**src/ctc_defs.svh**
```systemverilog
// constants for the cache tag comparator controller
`ifndef CTC_DEFS_SVH
`define CTC_DEFS_SVH
`define CTC_ADDR_W 13
`define CTC_TAG_W 4
`define CTC_REG_CTRL 5'h00
`define CTC_REG_ARG 5'h04
`define CTC_REG_STATUS 5'h08
`define CTC_REG_RESULT 5'h0c
`define CTC_REG_TIMING 5'h10
`define CTC_CTRL_GO 0
`define CTC_STAT_BUSY 0
`define CTC_STAT_DONE 1
`define CTC_CMD_LSB 1
`define CTC_ADDR_LSB 0
`define CTC_TAG_LSB 16
`define CTC_BANK_CHOOSE_BIT 20
`define CTC_AUTO_BIT 21
`define CTC_PERR_BIT 22
`define CTC_PULSE_NS 60
`define CTC_CLK_NS 25
`define CTC_PULSE_CYC ((`CTC_PULSE_NS + `CTC_CLK_NS - 1) / `CTC_CLK_NS)
`define CTC_SETTLE_NS 30
`define CTC_SETTLE_CYC ((`CTC_SETTLE_NS + `CTC_CLK_NS - 1) / `CTC_CLK_NS)
`define CTC_RESP_OKAY 2'h0
`define CTC_RESP_SLVERR 2'h2
`endif

```
**src/ctc_pkg.sv**
```systemverilog
// types for the cache tag comparator controller
`include "ctc_defs.svh"
package ctc_pkg;
   typedef enum logic [2:0] {
      CTC_CMD_COMPARE = 3'h0,
      CTC_CMD_WRITE = 3'h1,
      CTC_CMD_READ = 3'h2,
      CTC_CMD_WORD_RESET = 3'h3,
      CTC_CMD_RESET = 3'h4,
      CTC_CMD_UPDATE = 3'h5
   } ctc_cmd_t;

   // device pins driven by the controller
   typedef struct packed {
      logic [`CTC_ADDR_W-1:0] addr;
      logic write_n;
      logic read_n;
      logic select_n;
      logic auto_mode;
      logic bank_choose;
      logic reset_n;
      logic word_reset_n;
      logic replace_update_strobe;
      logic [`CTC_TAG_W-1:0] tag_out;
      logic tag_oe;
   } ctc_pins_out_t;

   // device pins sensed by the controller, synchronised inside ctc_ctrl by ctc_sync
   typedef struct packed {
      logic hit_way_one;
      logic hit_way_two;
      logic parity_fault_n;
      logic bank;
      logic [`CTC_TAG_W-1:0] tag_in;
   } ctc_pins_in_t;
endpackage

```
**src/ctc_ctrl.sv**
```systemverilog
// controller driving the cache tag comparator pins from AXI4-Lite registers
//
// The register addresses and the AXI4-Lite slave port were left to the implementer.
`timescale 1ns/10ps
`include "ctc_defs.svh"
module ctc_ctrl
   import ctc_pkg::*;
#(
   parameter int PULSE_CYC = `CTC_PULSE_CYC,
   parameter int SETTLE_CYC = `CTC_SETTLE_CYC
) (
   // clock and reset
   input wire logic aclk,
   input wire logic aresetn,
   // axi4-lite write
   input wire logic [4:0] s_axi_awaddr,
   input wire logic s_axi_awvalid,
   output logic s_axi_awready,
   input wire logic [31:0] s_axi_wdata,
   input wire logic [3:0] s_axi_wstrb,
   input wire logic s_axi_wvalid,
   output logic s_axi_wready,
   output logic [1:0] s_axi_bresp,
   output logic s_axi_bvalid,
   input wire logic s_axi_bready,
   // axi4-lite read
   input wire logic [4:0] s_axi_araddr,
   input wire logic s_axi_arvalid,
   output logic s_axi_arready,
   output logic [31:0] s_axi_rdata,
   output logic [1:0] s_axi_rresp,
   output logic s_axi_rvalid,
   input wire logic s_axi_rready,
   // device pins
   output ctc_pkg::ctc_pins_out_t pins_out,
   input wire ctc_pkg::ctc_pins_in_t pins_in
);
   import ctc_pkg::*;

   typedef enum logic [4:0] {
      ST_IDLE = 5'h01,
      ST_SETUP = 5'h02,
      ST_STROBE = 5'h04,
      ST_HOLD = 5'h08,
      ST_SAMPLE = 5'h10
   } ctc_state_t;

   typedef struct packed {
      ctc_state_t state;
      logic [7:0] cnt;
      ctc_cmd_t cmd;
      logic [31:0] arg;
      logic done;
      logic [31:0] result;
      logic aw_got;
      logic w_got;
      logic [4:0] awaddr;
      logic [31:0] wdata;
      logic bvalid;
      logic [1:0] bresp;
      logic rvalid;
      logic [31:0] rdata;
      logic [1:0] rresp;
      ctc_pins_out_t pins;
   } ctc_st_t;

   ctc_st_t st;
   ctc_st_t next_st;
   ctc_pins_in_t pin_sync;

   // counts are loaded into an eight-bit down counter
   if (PULSE_CYC < 1 || PULSE_CYC > 255) begin : g_bad_pulse
      $error("PULSE_CYC out of range");
   end
   if (SETTLE_CYC < 1 || SETTLE_CYC > 255) begin : g_bad_settle
      $error("SETTLE_CYC out of range");
   end

   ctc_sync #(
      .WIDTH($bits(ctc_pins_in_t))
   ) u_sync (
      .aclk(aclk),
      .aresetn(aresetn),
      .d(pins_in),
      .q(pin_sync)
   );

   // idle pin levels: selected, compare mode, all strobes inactive
   function automatic ctc_pins_out_t idle_pins(input logic [31:0] a);
      ctc_pins_out_t p;
      p = '0;
      p.addr = a[`CTC_ADDR_LSB +: `CTC_ADDR_W];
      p.write_n = 1'b1;
      p.read_n = 1'b1;
      p.select_n = 1'b0;
      p.auto_mode = a[`CTC_AUTO_BIT];
      p.bank_choose = a[`CTC_BANK_CHOOSE_BIT];
      p.reset_n = 1'b1;
      p.word_reset_n = 1'b1;
      p.replace_update_strobe = 1'b1;
      p.tag_out = a[`CTC_TAG_LSB +: `CTC_TAG_W];
      p.tag_oe = 1'b1;
      return p;
   endfunction

   function automatic logic [7:0] cyc8(input int n);
      return n[7:0];
   endfunction

   logic busy;
   logic wr_fire;
   logic rd_fire;
   logic start;

   always_comb begin
      next_st = st;
      busy = (st.state != ST_IDLE);
      s_axi_awready = !st.aw_got && !st.bvalid;
      s_axi_wready = !st.w_got && !st.bvalid;
      s_axi_arready = !st.rvalid;
      start = 1'b0;
      if (s_axi_awvalid && s_axi_awready) begin
         next_st.aw_got = 1'b1;
         next_st.awaddr = s_axi_awaddr;
      end
      if (s_axi_wvalid && s_axi_wready) begin
         next_st.w_got = 1'b1;
         next_st.wdata = s_axi_wdata;
      end
      wr_fire = next_st.aw_got && next_st.w_got && !st.bvalid;
      if (wr_fire) begin
         next_st.aw_got = 1'b0;
         next_st.w_got = 1'b0;
         next_st.bvalid = 1'b1;
         next_st.bresp = `CTC_RESP_OKAY;
         unique case (next_st.awaddr)
            `CTC_REG_CTRL: begin
               if (next_st.wdata[`CTC_CTRL_GO] && !busy) begin
                  next_st.cmd = ctc_cmd_t'(next_st.wdata[`CTC_CMD_LSB +: 3]);
                  start = 1'b1;
               end
            end
            `CTC_REG_ARG: begin
               if (!busy) begin
                  next_st.arg = next_st.wdata;
               end
            end
            `CTC_REG_STATUS: begin
               if (next_st.wdata[`CTC_STAT_DONE]) begin
                  next_st.done = 1'b0;
               end
            end
            default: next_st.bresp = `CTC_RESP_SLVERR;
         endcase
      end
      if (st.bvalid && s_axi_bready) begin
         next_st.bvalid = 1'b0;
      end
      rd_fire = s_axi_arvalid && !st.rvalid;
      if (rd_fire) begin
         next_st.rvalid = 1'b1;
         next_st.rresp = `CTC_RESP_OKAY;
         unique case (s_axi_araddr)
            `CTC_REG_CTRL: next_st.rdata = {28'h0000000, st.cmd, 1'b0};
            `CTC_REG_ARG: next_st.rdata = st.arg;
            `CTC_REG_STATUS: next_st.rdata = {30'h00000000, st.done, busy};
            `CTC_REG_RESULT: next_st.rdata = st.result;
            `CTC_REG_TIMING: next_st.rdata = {cyc8(SETTLE_CYC), cyc8(PULSE_CYC), 16'h0000};
            default: begin
               next_st.rdata = 32'h00000000;
               next_st.rresp = `CTC_RESP_SLVERR;
            end
         endcase
      end
      if (st.rvalid && s_axi_rready) begin
         next_st.rvalid = 1'b0;
      end

      unique case (st.state)
         ST_IDLE: begin
            next_st.pins = idle_pins(st.arg);
            // stays deselected from reset until the first command
            next_st.pins.select_n = st.pins.select_n;
            if (start) begin
               next_st.pins = idle_pins(next_st.arg);
               // tags driven only for write, compare and update; floated otherwise
               next_st.pins.tag_oe = (next_st.cmd == CTC_CMD_WRITE) || (next_st.cmd == CTC_CMD_COMPARE) ||
                  (next_st.cmd == CTC_CMD_UPDATE);
               if (next_st.cmd == CTC_CMD_WORD_RESET) begin
                  next_st.pins.auto_mode = 1'b0;
               end
               // select low and address stable before any strobe
               next_st.pins.select_n = 1'b0;
               next_st.cnt = cyc8(SETTLE_CYC);
               next_st.state = ST_SETUP;
            end
         end
         ST_SETUP: begin
            if (st.cnt > 8'h01) begin
               next_st.cnt = st.cnt - 8'h01;
            end else begin
               next_st.cnt = cyc8(PULSE_CYC);
               next_st.state = ST_STROBE;
               unique case (st.cmd)
                  CTC_CMD_WRITE: begin
                     next_st.pins.write_n = 1'b0;
                     next_st.pins.read_n = !st.arg[`CTC_PERR_BIT];
                  end
                  CTC_CMD_READ: next_st.pins.read_n = 1'b0;
                  CTC_CMD_WORD_RESET: next_st.pins.word_reset_n = 1'b0;
                  CTC_CMD_RESET: next_st.pins.reset_n = 1'b0;
                  CTC_CMD_UPDATE: next_st.pins.replace_update_strobe = 1'b0;
                  default: next_st.state = ST_SAMPLE;
               endcase
            end
         end
         ST_STROBE: begin
            if (st.cnt > 8'h01) begin
               next_st.cnt = st.cnt - 8'h01;
            end else begin
               next_st.cnt = cyc8(SETTLE_CYC);
               next_st.state = ST_HOLD;
               if (st.cmd == CTC_CMD_READ) begin
                  next_st.result[`CTC_TAG_W-1:0] = pin_sync.tag_in;
                  next_st.result[8] = !pin_sync.parity_fault_n;
               end
               next_st.pins.write_n = 1'b1;
               next_st.pins.read_n = 1'b1;
               next_st.pins.word_reset_n = 1'b1;
               next_st.pins.reset_n = 1'b1;
               next_st.pins.replace_update_strobe = 1'b1;
            end
         end
         ST_HOLD: begin
            // inputs held after strobe release
            if (st.cnt > 8'h01) begin
               next_st.cnt = st.cnt - 8'h01;
            end else begin
               next_st.state = ST_SAMPLE;
               next_st.cnt = cyc8(SETTLE_CYC);
            end
         end
         ST_SAMPLE: begin
            if (st.cnt > 8'h01) begin
               next_st.cnt = st.cnt - 8'h01;
            end else begin
               // compare result: hits, parity fault, replacement bank
               if (st.cmd != CTC_CMD_READ) begin
                  next_st.result[`CTC_TAG_W-1:0] = 4'h0;
                  next_st.result[8] = !pin_sync.parity_fault_n;
               end
               next_st.result[9] = pin_sync.hit_way_one;
               next_st.result[10] = pin_sync.hit_way_two;
               next_st.result[11] = pin_sync.bank;
               next_st.done = 1'b1;
               next_st.pins = idle_pins(st.arg);
               next_st.state = ST_IDLE;
            end
         end
         default: next_st.state = ST_IDLE;
      endcase
   end

   always_ff @(posedge aclk) begin
      if (!aresetn) begin
         st <= '0;
         st.state <= ST_IDLE;
         st.cmd <= CTC_CMD_COMPARE;
         st.pins <= idle_pins(32'h00000000);
         st.pins.select_n <= 1'b1;
      end else begin
         st <= next_st;
      end
   end

   assign s_axi_bvalid = st.bvalid;
   assign s_axi_bresp = st.bresp;
   assign s_axi_rvalid = st.rvalid;
   assign s_axi_rdata = st.rdata;
   assign s_axi_rresp = st.rresp;
   assign pins_out = st.pins;
endmodule

```
**src/ctc_sync.sv**
```systemverilog
// two flip-flop synchroniser for the sensed device pins
`timescale 1ns/10ps
module ctc_sync #(
   parameter int WIDTH = 8
) (
   // clock and reset
   input wire logic aclk,
   input wire logic aresetn,
   // data
   input wire logic [WIDTH-1:0] d,
   output logic [WIDTH-1:0] q
);
   typedef struct packed {
      logic [WIDTH-1:0] s1;
      logic [WIDTH-1:0] s2;
   } ctc_sync_st_t;
   ctc_sync_st_t st;
   ctc_sync_st_t next_st;

   if (WIDTH < 1) begin : g_bad_width
      $error("ctc_sync width must be positive");
   end

   always_comb begin
      next_st.s1 = d;
      next_st.s2 = st.s1;
   end

   always_ff @(posedge aclk) begin
      if (!aresetn) begin
         st <= '0;
      end else begin
         st <= next_st;
      end
   end

   assign q = st.s2;
endmodule

```
**config.mk**
```make
export PLATFORM = sky130hd
export DESIGN_NAME = ctc_ctrl
export DESIGN_NICKNAME = d
export VERILOG_FILES = /design/src/ctc_pkg.sv /design/src/ctc_ctrl.sv /design/src/ctc_sync.sv
export VERILOG_INCLUDE_DIRS = /design/src
export SDC_FILE = /design/constraint.sdc
export NUM_CORES = 1
export LEC_CHECK = 0
export BUFFER_PORTS_ARGS = -buffer_cell sky130_fd_sc_hd__buf_2
export CAP_MARGIN = 30
export CORE_MARGIN = 5
export CORE_UTILIZATION = 56
export DETAILED_ROUTE_END_ITERATION = 6
export PLACE_DENSITY_LB_ADDON = 0.25
export SLEW_MARGIN = 10
export SYNTH_ARGS = -nofsm -noshare
export SYNTH_HDL_FRONTEND = slang
export SYNTH_SLANG_ARGS = --single-unit
```
**constraint.sdc**
```tcl
create_clock -name aclk -period 2.7 [get_ports aclk]
set_input_delay 0.405 -clock aclk [delete_from_list [all_inputs] [get_ports aclk]]
set_output_delay 0.405 -clock aclk [all_outputs]
set_load 0.01 [all_outputs]
```
# Word-level counts from Yosys, hierarchy flattened
# Cells that the tools add are included.
[word_totals]
ff_bits = 176
[op_classes]
reduce_logical = 45
bitwise_logic = 3
n_eq_ne = 34
addsub = 1
mux = 57
order_cmp = 1
[op_table]
columns = ["cell", "count"]
rows = [
  ["one-hot mux 32 bit (5 select lines)", 1],
  ["2-to-1 mux 32 bit", 3],
  ["2-to-1 mux 26 bit", 2],
  ["2-to-1 mux 36 bit", 1],
  ["AND reduction 5 bit", 7],
  ["one-hot mux 8 bit (4 select lines)", 1],
  ["2-to-1 mux 5 bit", 6],
  ["one-hot mux 13 bit (2 select lines)", 1],
  ["one-hot mux 5 bit (5 select lines)", 1],
  ["2-to-1 mux 8 bit", 3],
  ["equality test 5 x 4 -> 1 bit (second input constant)", 4],
  ["2-to-1 mux 1 bit", 18],
  ["2-to-1 mux 4 bit", 4],
  ["inequality test 2 bit (second input constant)", 8],
  ["equality test 5 x 3 -> 1 bit (second input constant)", 3],
  ["2-to-1 mux 13 bit", 1],
  ["2-to-1 mux 3 bit", 4],
  ["one-hot mux 3 bit (4 select lines)", 1],
  ["equality test 5 bit (second input constant)", 2],
  ["logical AND 1 bit", 10],
  ["zero test 5 bit", 2],
  ["one-hot mux 5 bit (2 select lines)", 1],
  ["OR reduction 5 bit", 2],
  ["equality test 3 x 2 -> 1 bit (second input constant)", 3],
  ["other kinds (24)", 52],
]

# Depth between registers and ports, before layout
[logic_depth]
word_depth = 13
mapped_depth = 9

# By module
# From an unflattened synthesis, not the netlist that was laid out.
[unflattened]
cells_unflattened = 816
area_unflattened_um2 = 7329.5
[by_module_without_submodules]
columns = ["module", "n_inst", "cells_per_inst", "area_each_um2"]
rows = [
  ["ctc_ctrl", 1, 783, 6882.9],
  ["ctc_sync", 1, 33, 446.7],
]

# Least setup slack after synthesis
# No wires, ideal clock.
[synth_timing]
kind = "flip-flop to flip-flop"
start = "register st[176] (netlist name)"
end = "register st[174] (netlist name)"
setup_time_ns = 0.119
required_ns = 2.581
path_buffers = 1
t_arrival_ns = 2.027
slack_ns = 0.554
path_stages_with_launch = 7
path_cell_list = "dfxtp_1 > or4_4 > or4_4 > buf_6 > o21ai_4 > o32ai_1 > o221a_2"
[synth_between]
elab_chain_len = 3
elab_cells_between_ends = 6
classes_between = "1 x order compare; 1 x eq/ne; 3 x mux; 1 x reduce/logical"
[synth_lines]
columns = ["item", "line_no", "text"]
rows = [
  ["start: declaration", "ctc_ctrl.sv:67", "ctc_st_t st;"],
  ["start signal: assignment", "ctc_ctrl.sv:272", "st <= next_st;"],
  ["> comparator 8 x 1 -> 1 bit (*)", "--", ""],
  ["2-to-1 mux 8 bit, or another cell as far along", "ctc_ctrl.sv:218, ctc_ctrl.sv:236", ""],
  ["one-hot mux 8 bit (4 select lines) / AND reduction 3 bit (equally long branches)", "--", ""],
]
# Every way passes the cells marked *; elsewhere a longest branch is shown, timed or not.
# A chain may end at the register's enable or synchronous reset.

# Worst setup path after layout
[layout_timing]
start = "register st, in the netlist s_axi_bvalid"
end = "register st[181] (netlist name)"
[layout_between]
elab_chain_len = 10
elab_cells_between_ends = 18
classes_between = "1 x eq/ne; 7 x mux; 10 x reduce/logical"
[layout_lines]
columns = ["item", "line_no", "text"]
rows = [
  ["zero test 1 bit (*)", "ctc_ctrl.sv:118, ctc_ctrl.sv:119, ctc_ctrl.sv:130", ""],
  ["logical AND 1 bit", "ctc_ctrl.sv:119", "s_axi_wready = !st.w_got && !st.bvalid;"],
  ["logical AND 1 bit", "ctc_ctrl.sv:126", "if (s_axi_wvalid && s_axi_wready) begin"],
  ["2-to-1 mux 32 bit", "ctc_ctrl.sv:126", ""],
  ["logical AND 1 bit", "ctc_ctrl.sv:138", "if (next_st.wdata[`CTC_CTRL_GO] && !busy) begin"],
  ["2-to-1 mux 1 bit", "ctc_ctrl.sv:138", ""],
  ["2-to-1 mux 1 bit", "ctc_ctrl.sv:136", "unique case (next_st.awaddr)"],
  ["2-to-1 mux 1 bit (*)", "ctc_ctrl.sv:131", "if (wr_fire) begin"],
  ["inequality test 2 bit (no line) (*)", "--", ""],
  ["AND reduction 5 bit (no line) (*)", "--", ""],
]
# Marked as above.

==> impl_metrics.json <==
{
  "gp_congestion": 0.857,
  "avgSynthCellArea_um2": 9.09,
  "fin_util": 0.630,
  "power_switching_w": 0.00151,
  "r2r_setup_slack_ns": 0.30,
  "dr.pass1.iters": 5,
  "vdd_drop_max_uv": 439,
  "power_leakage_nw": 3.38,
  "dieArea_um2": 16400,
  "path_clk_slew_ns": 0.06,
  "crit_arrival_ns": 2.75,
  "drtIter0Drc": 381,
  "cp-end-kind": "flop",
  "r2r-start": "s_axi_bvalid",
  "p_seq_frac": 0.459,
  "start_util": 0.565,
  "yosysMostFrequentCell": "dfxtp_1",
  "slew_headroom": 0.398,
  "cts_hold_buf": 0,
  "dp_hpwl_um": 11700,
  "clkLatencyLatePin_ns": 0.43,
  "htree_num_levels": 4,
  "dpl.cell_count": 1059,
  "p_comb_frac": 0.128,
  "overflow": 0,
  "slowest_delay_ns": 0.57,
  "final_area_um2": 8680,
  "via_count": 5992,
  "synthDominantAreaCellType": "dfxtp_1",
  "cts_setup_buffers": 0,
  "drive_above_1_share": 0.266,
  "p_clk_frac": 0.412,
  "clk_path_buf_depth": 2,
  "crit_fanout": 11,
  "fin_skew_ns": 0.00766,
  "crit_end": "st[181]",
  "synth_area_um2": 7780,
  "rows": 43,
  "num_antenna_cells": 0,
  "status": "finished, final reports clean",
  "cp-start-kind": "flop",
  "fmax_mhz": 417,
  "synth-edff-count": 0,
  "grt.total_usage": 0.215,
  "cellInternalPower_w": 0.00446,
  "die_width_um": 128,
  "powerDensity_nw_per_um2": 688,
  "worstPathCellList": "or3b_1 > a21oi_2 > nand4_1 > a21oi_1 > mux2i_1",
  "synth_top_area_frac": 0.448,
  "slew_viol_final": 0,
  "syn_to_final_growth_pct": 11.5,
  "fin_crit_ns": 2.40,
  "synthTopCellsByCount": "dfxtp_1 (174), nand2_1 (96), nor2_1 (95)",
  "stdcell_count": 1090,
  "hp-class": "input pin to flop",
  "ys_seq_area_frac": 0.448,
  "synth_area_leaders": "dfxtp_1 (45%), buf_4 (6.6%), mux2i_1 (5.7%)",
  "critPathKind": "flop to flop",
  "wl_um": 17200,
  "drt-wirelength-per-cell_um": 15.8,
  "rsz0062_at_grt": "false",
  "synth-main-ff-cell": "dfxtp_1",
  "die_h_um": 128,
  "rr_worst_depth": 5,
  "cp_slowest_cell": "or3b_1",
  "startpoint": "s_axi_bvalid",
  "cts_repair_resize_count": 0,
  "grt_pass1_vias": 5706,
  "fin_nets": 961,
  "regToRegEndpoint": "st[181]",
  "cts_tree": "yes",
  "ant_nets": 0,
  "grt_max_degree": 103,
  "via_per_inst": 5.50,
  "yosysWarnings": 0,
  "hp-start": "pins_in[3]",
  "switching_share": 0.253,
  "synth_cell_types": 74,
  "timing.max_cap.violations": 0,
  "grt_pass1_wl_um": 28200,
  "portBuffers": 121,
  "ys_ff_latch": 174,
  "antenna_found_initial": 0,
  "drc": 0,
  "root_buffer": "clkbuf_16",
  "numCtsBuffers": 17,
  "netlist_instances": 856,
  "synthArstFlopShare": 0,
  "coreArea_um2": 13800,
  "place_area_um2": 8070,
  "ios": 128,
  "clock-sinks": 174,
  "finalSetupViolations": 0,
  "tightest_slew_ns": 0.900,
  "cp.required_ns": 3.06,
  "tns_ns": 0,
  "finalHoldViolations": 0,
  "min_period_over_period": 0.887
}
## layout by cell type, fill, tap and decap left out, types with 7 or more instances in the layout
cell / synthesis / final
buf_4: 68 / 21
nand2b_1: 14 / 14
a22oi_1: 12 / 12
mux2i_1: 44 / 44
a21o_1: 7 / 7
nor3_1: 9 / 9
buf_2: 10 / 121
a211oi_2: 24 / 24
a21oi_1: 52 / 51
o21ai_0: 19 / 19
nand3_1: 32 / 32
nand2_1: 96 / 96
clkbuf_16: 0 / 17
dfxtp_1: 174 / 174
a211oi_1: 13 / 13
and2_1: 23 / 23
nor2_1: 95 / 95
inv_1: 8 / 7
a21oi_2: 18 / 19
## worst max-delay path: cells and delay by family, from the launching register on
family,cells,cell delay (ns)
AO/OA/AOI/OAI,2,0.74
flip-flops,1,0.41
multiplexers,1,0.22
AND/OR/NAND/NOR,2,0.96
## flip-flops by register name, summed over array words and instances (netlist names)
name,count
pins_out,26
s_axi_bresp,1
s_axi_bvalid,1
s_axi_rdata,32
s_axi_rresp,1
s_axi_rvalid,1
st,96
u_sync.next_st,8
u_sync.q,8
## worst min path at each step
stage                                    to  depth (start not counted)  slack [ns]
after floorplan                     st[111]                          1        0.39
after global placement              st[111]                          1        0.39
after detailed placement            st[111]                          1        0.41
after CTS                 u_sync.next_st[3]                          2        0.17
after global routing      u_sync.next_st[0]                          2        0.17
final                     u_sync.next_st[3]                          2        0.18
## cells by family (layout without fill, tap and decap cells)
group,after synthesis,count (layout),share of synthesized area
compound gates,189,189,0.189
xor+xnor,1,1,0.00113
fa+ha+maj,2,2,0.00322
buf+inv,132,185,0.106
flops,174,174,0.448
mux,48,48,0.0624
other cells,1,2,0.000482
simple gates,309,309,0.190
## area by class of cell
type,instances,area (um^2)
clock inverter,8,105
tap,180,225
inverter,8,32.5
clock buffer,23,498
multi-input combinational,551,3490
fill,1191,5100
sequential,174,3480
timing repair buffer,146,843
## stage by stage
step | worst slack, ns | hold slack, ns | total power (W)
after floorplan | 0.554 | 0.390 | 0.00337
after global placement | 0.328 | 0.393 | 0.00355
after detailed placement | 0.313 | 0.405 | 0.00356
after CTS | 0.319 | 0.168 | 0.00600
after global routing | 0.125 | 0.172 | 0.00623
final | 0.305 | 0.184 | 0.00597
## layer usage
layer	global-route usage	routed length, um	vias up	part of all wire
met5	0	0	-	0
met2	0.355	8350	155	0.48
met1	0.279	7690	2807	0.45
met3	0.0467	881	25	0.051
li1	-	-	3005	-
met4	0.0724	315	0	0.018
## power by group through the flow
stage | combinational [W] | clock [W] | sequential [W]
after global routing | 0.000841 | 0.00264 | 0.00275
after CTS | 0.000769 | 0.00249 | 0.00274
after detailed placement | 0.000764 | 0 | 0.00279
after floorplan | 0.000601 | 0 | 0.00277
after global placement | 0.000756 | 0 | 0.00279
final | 0.000767 | 0.00246 | 0.00274
(Power assumes the default switching activity.)
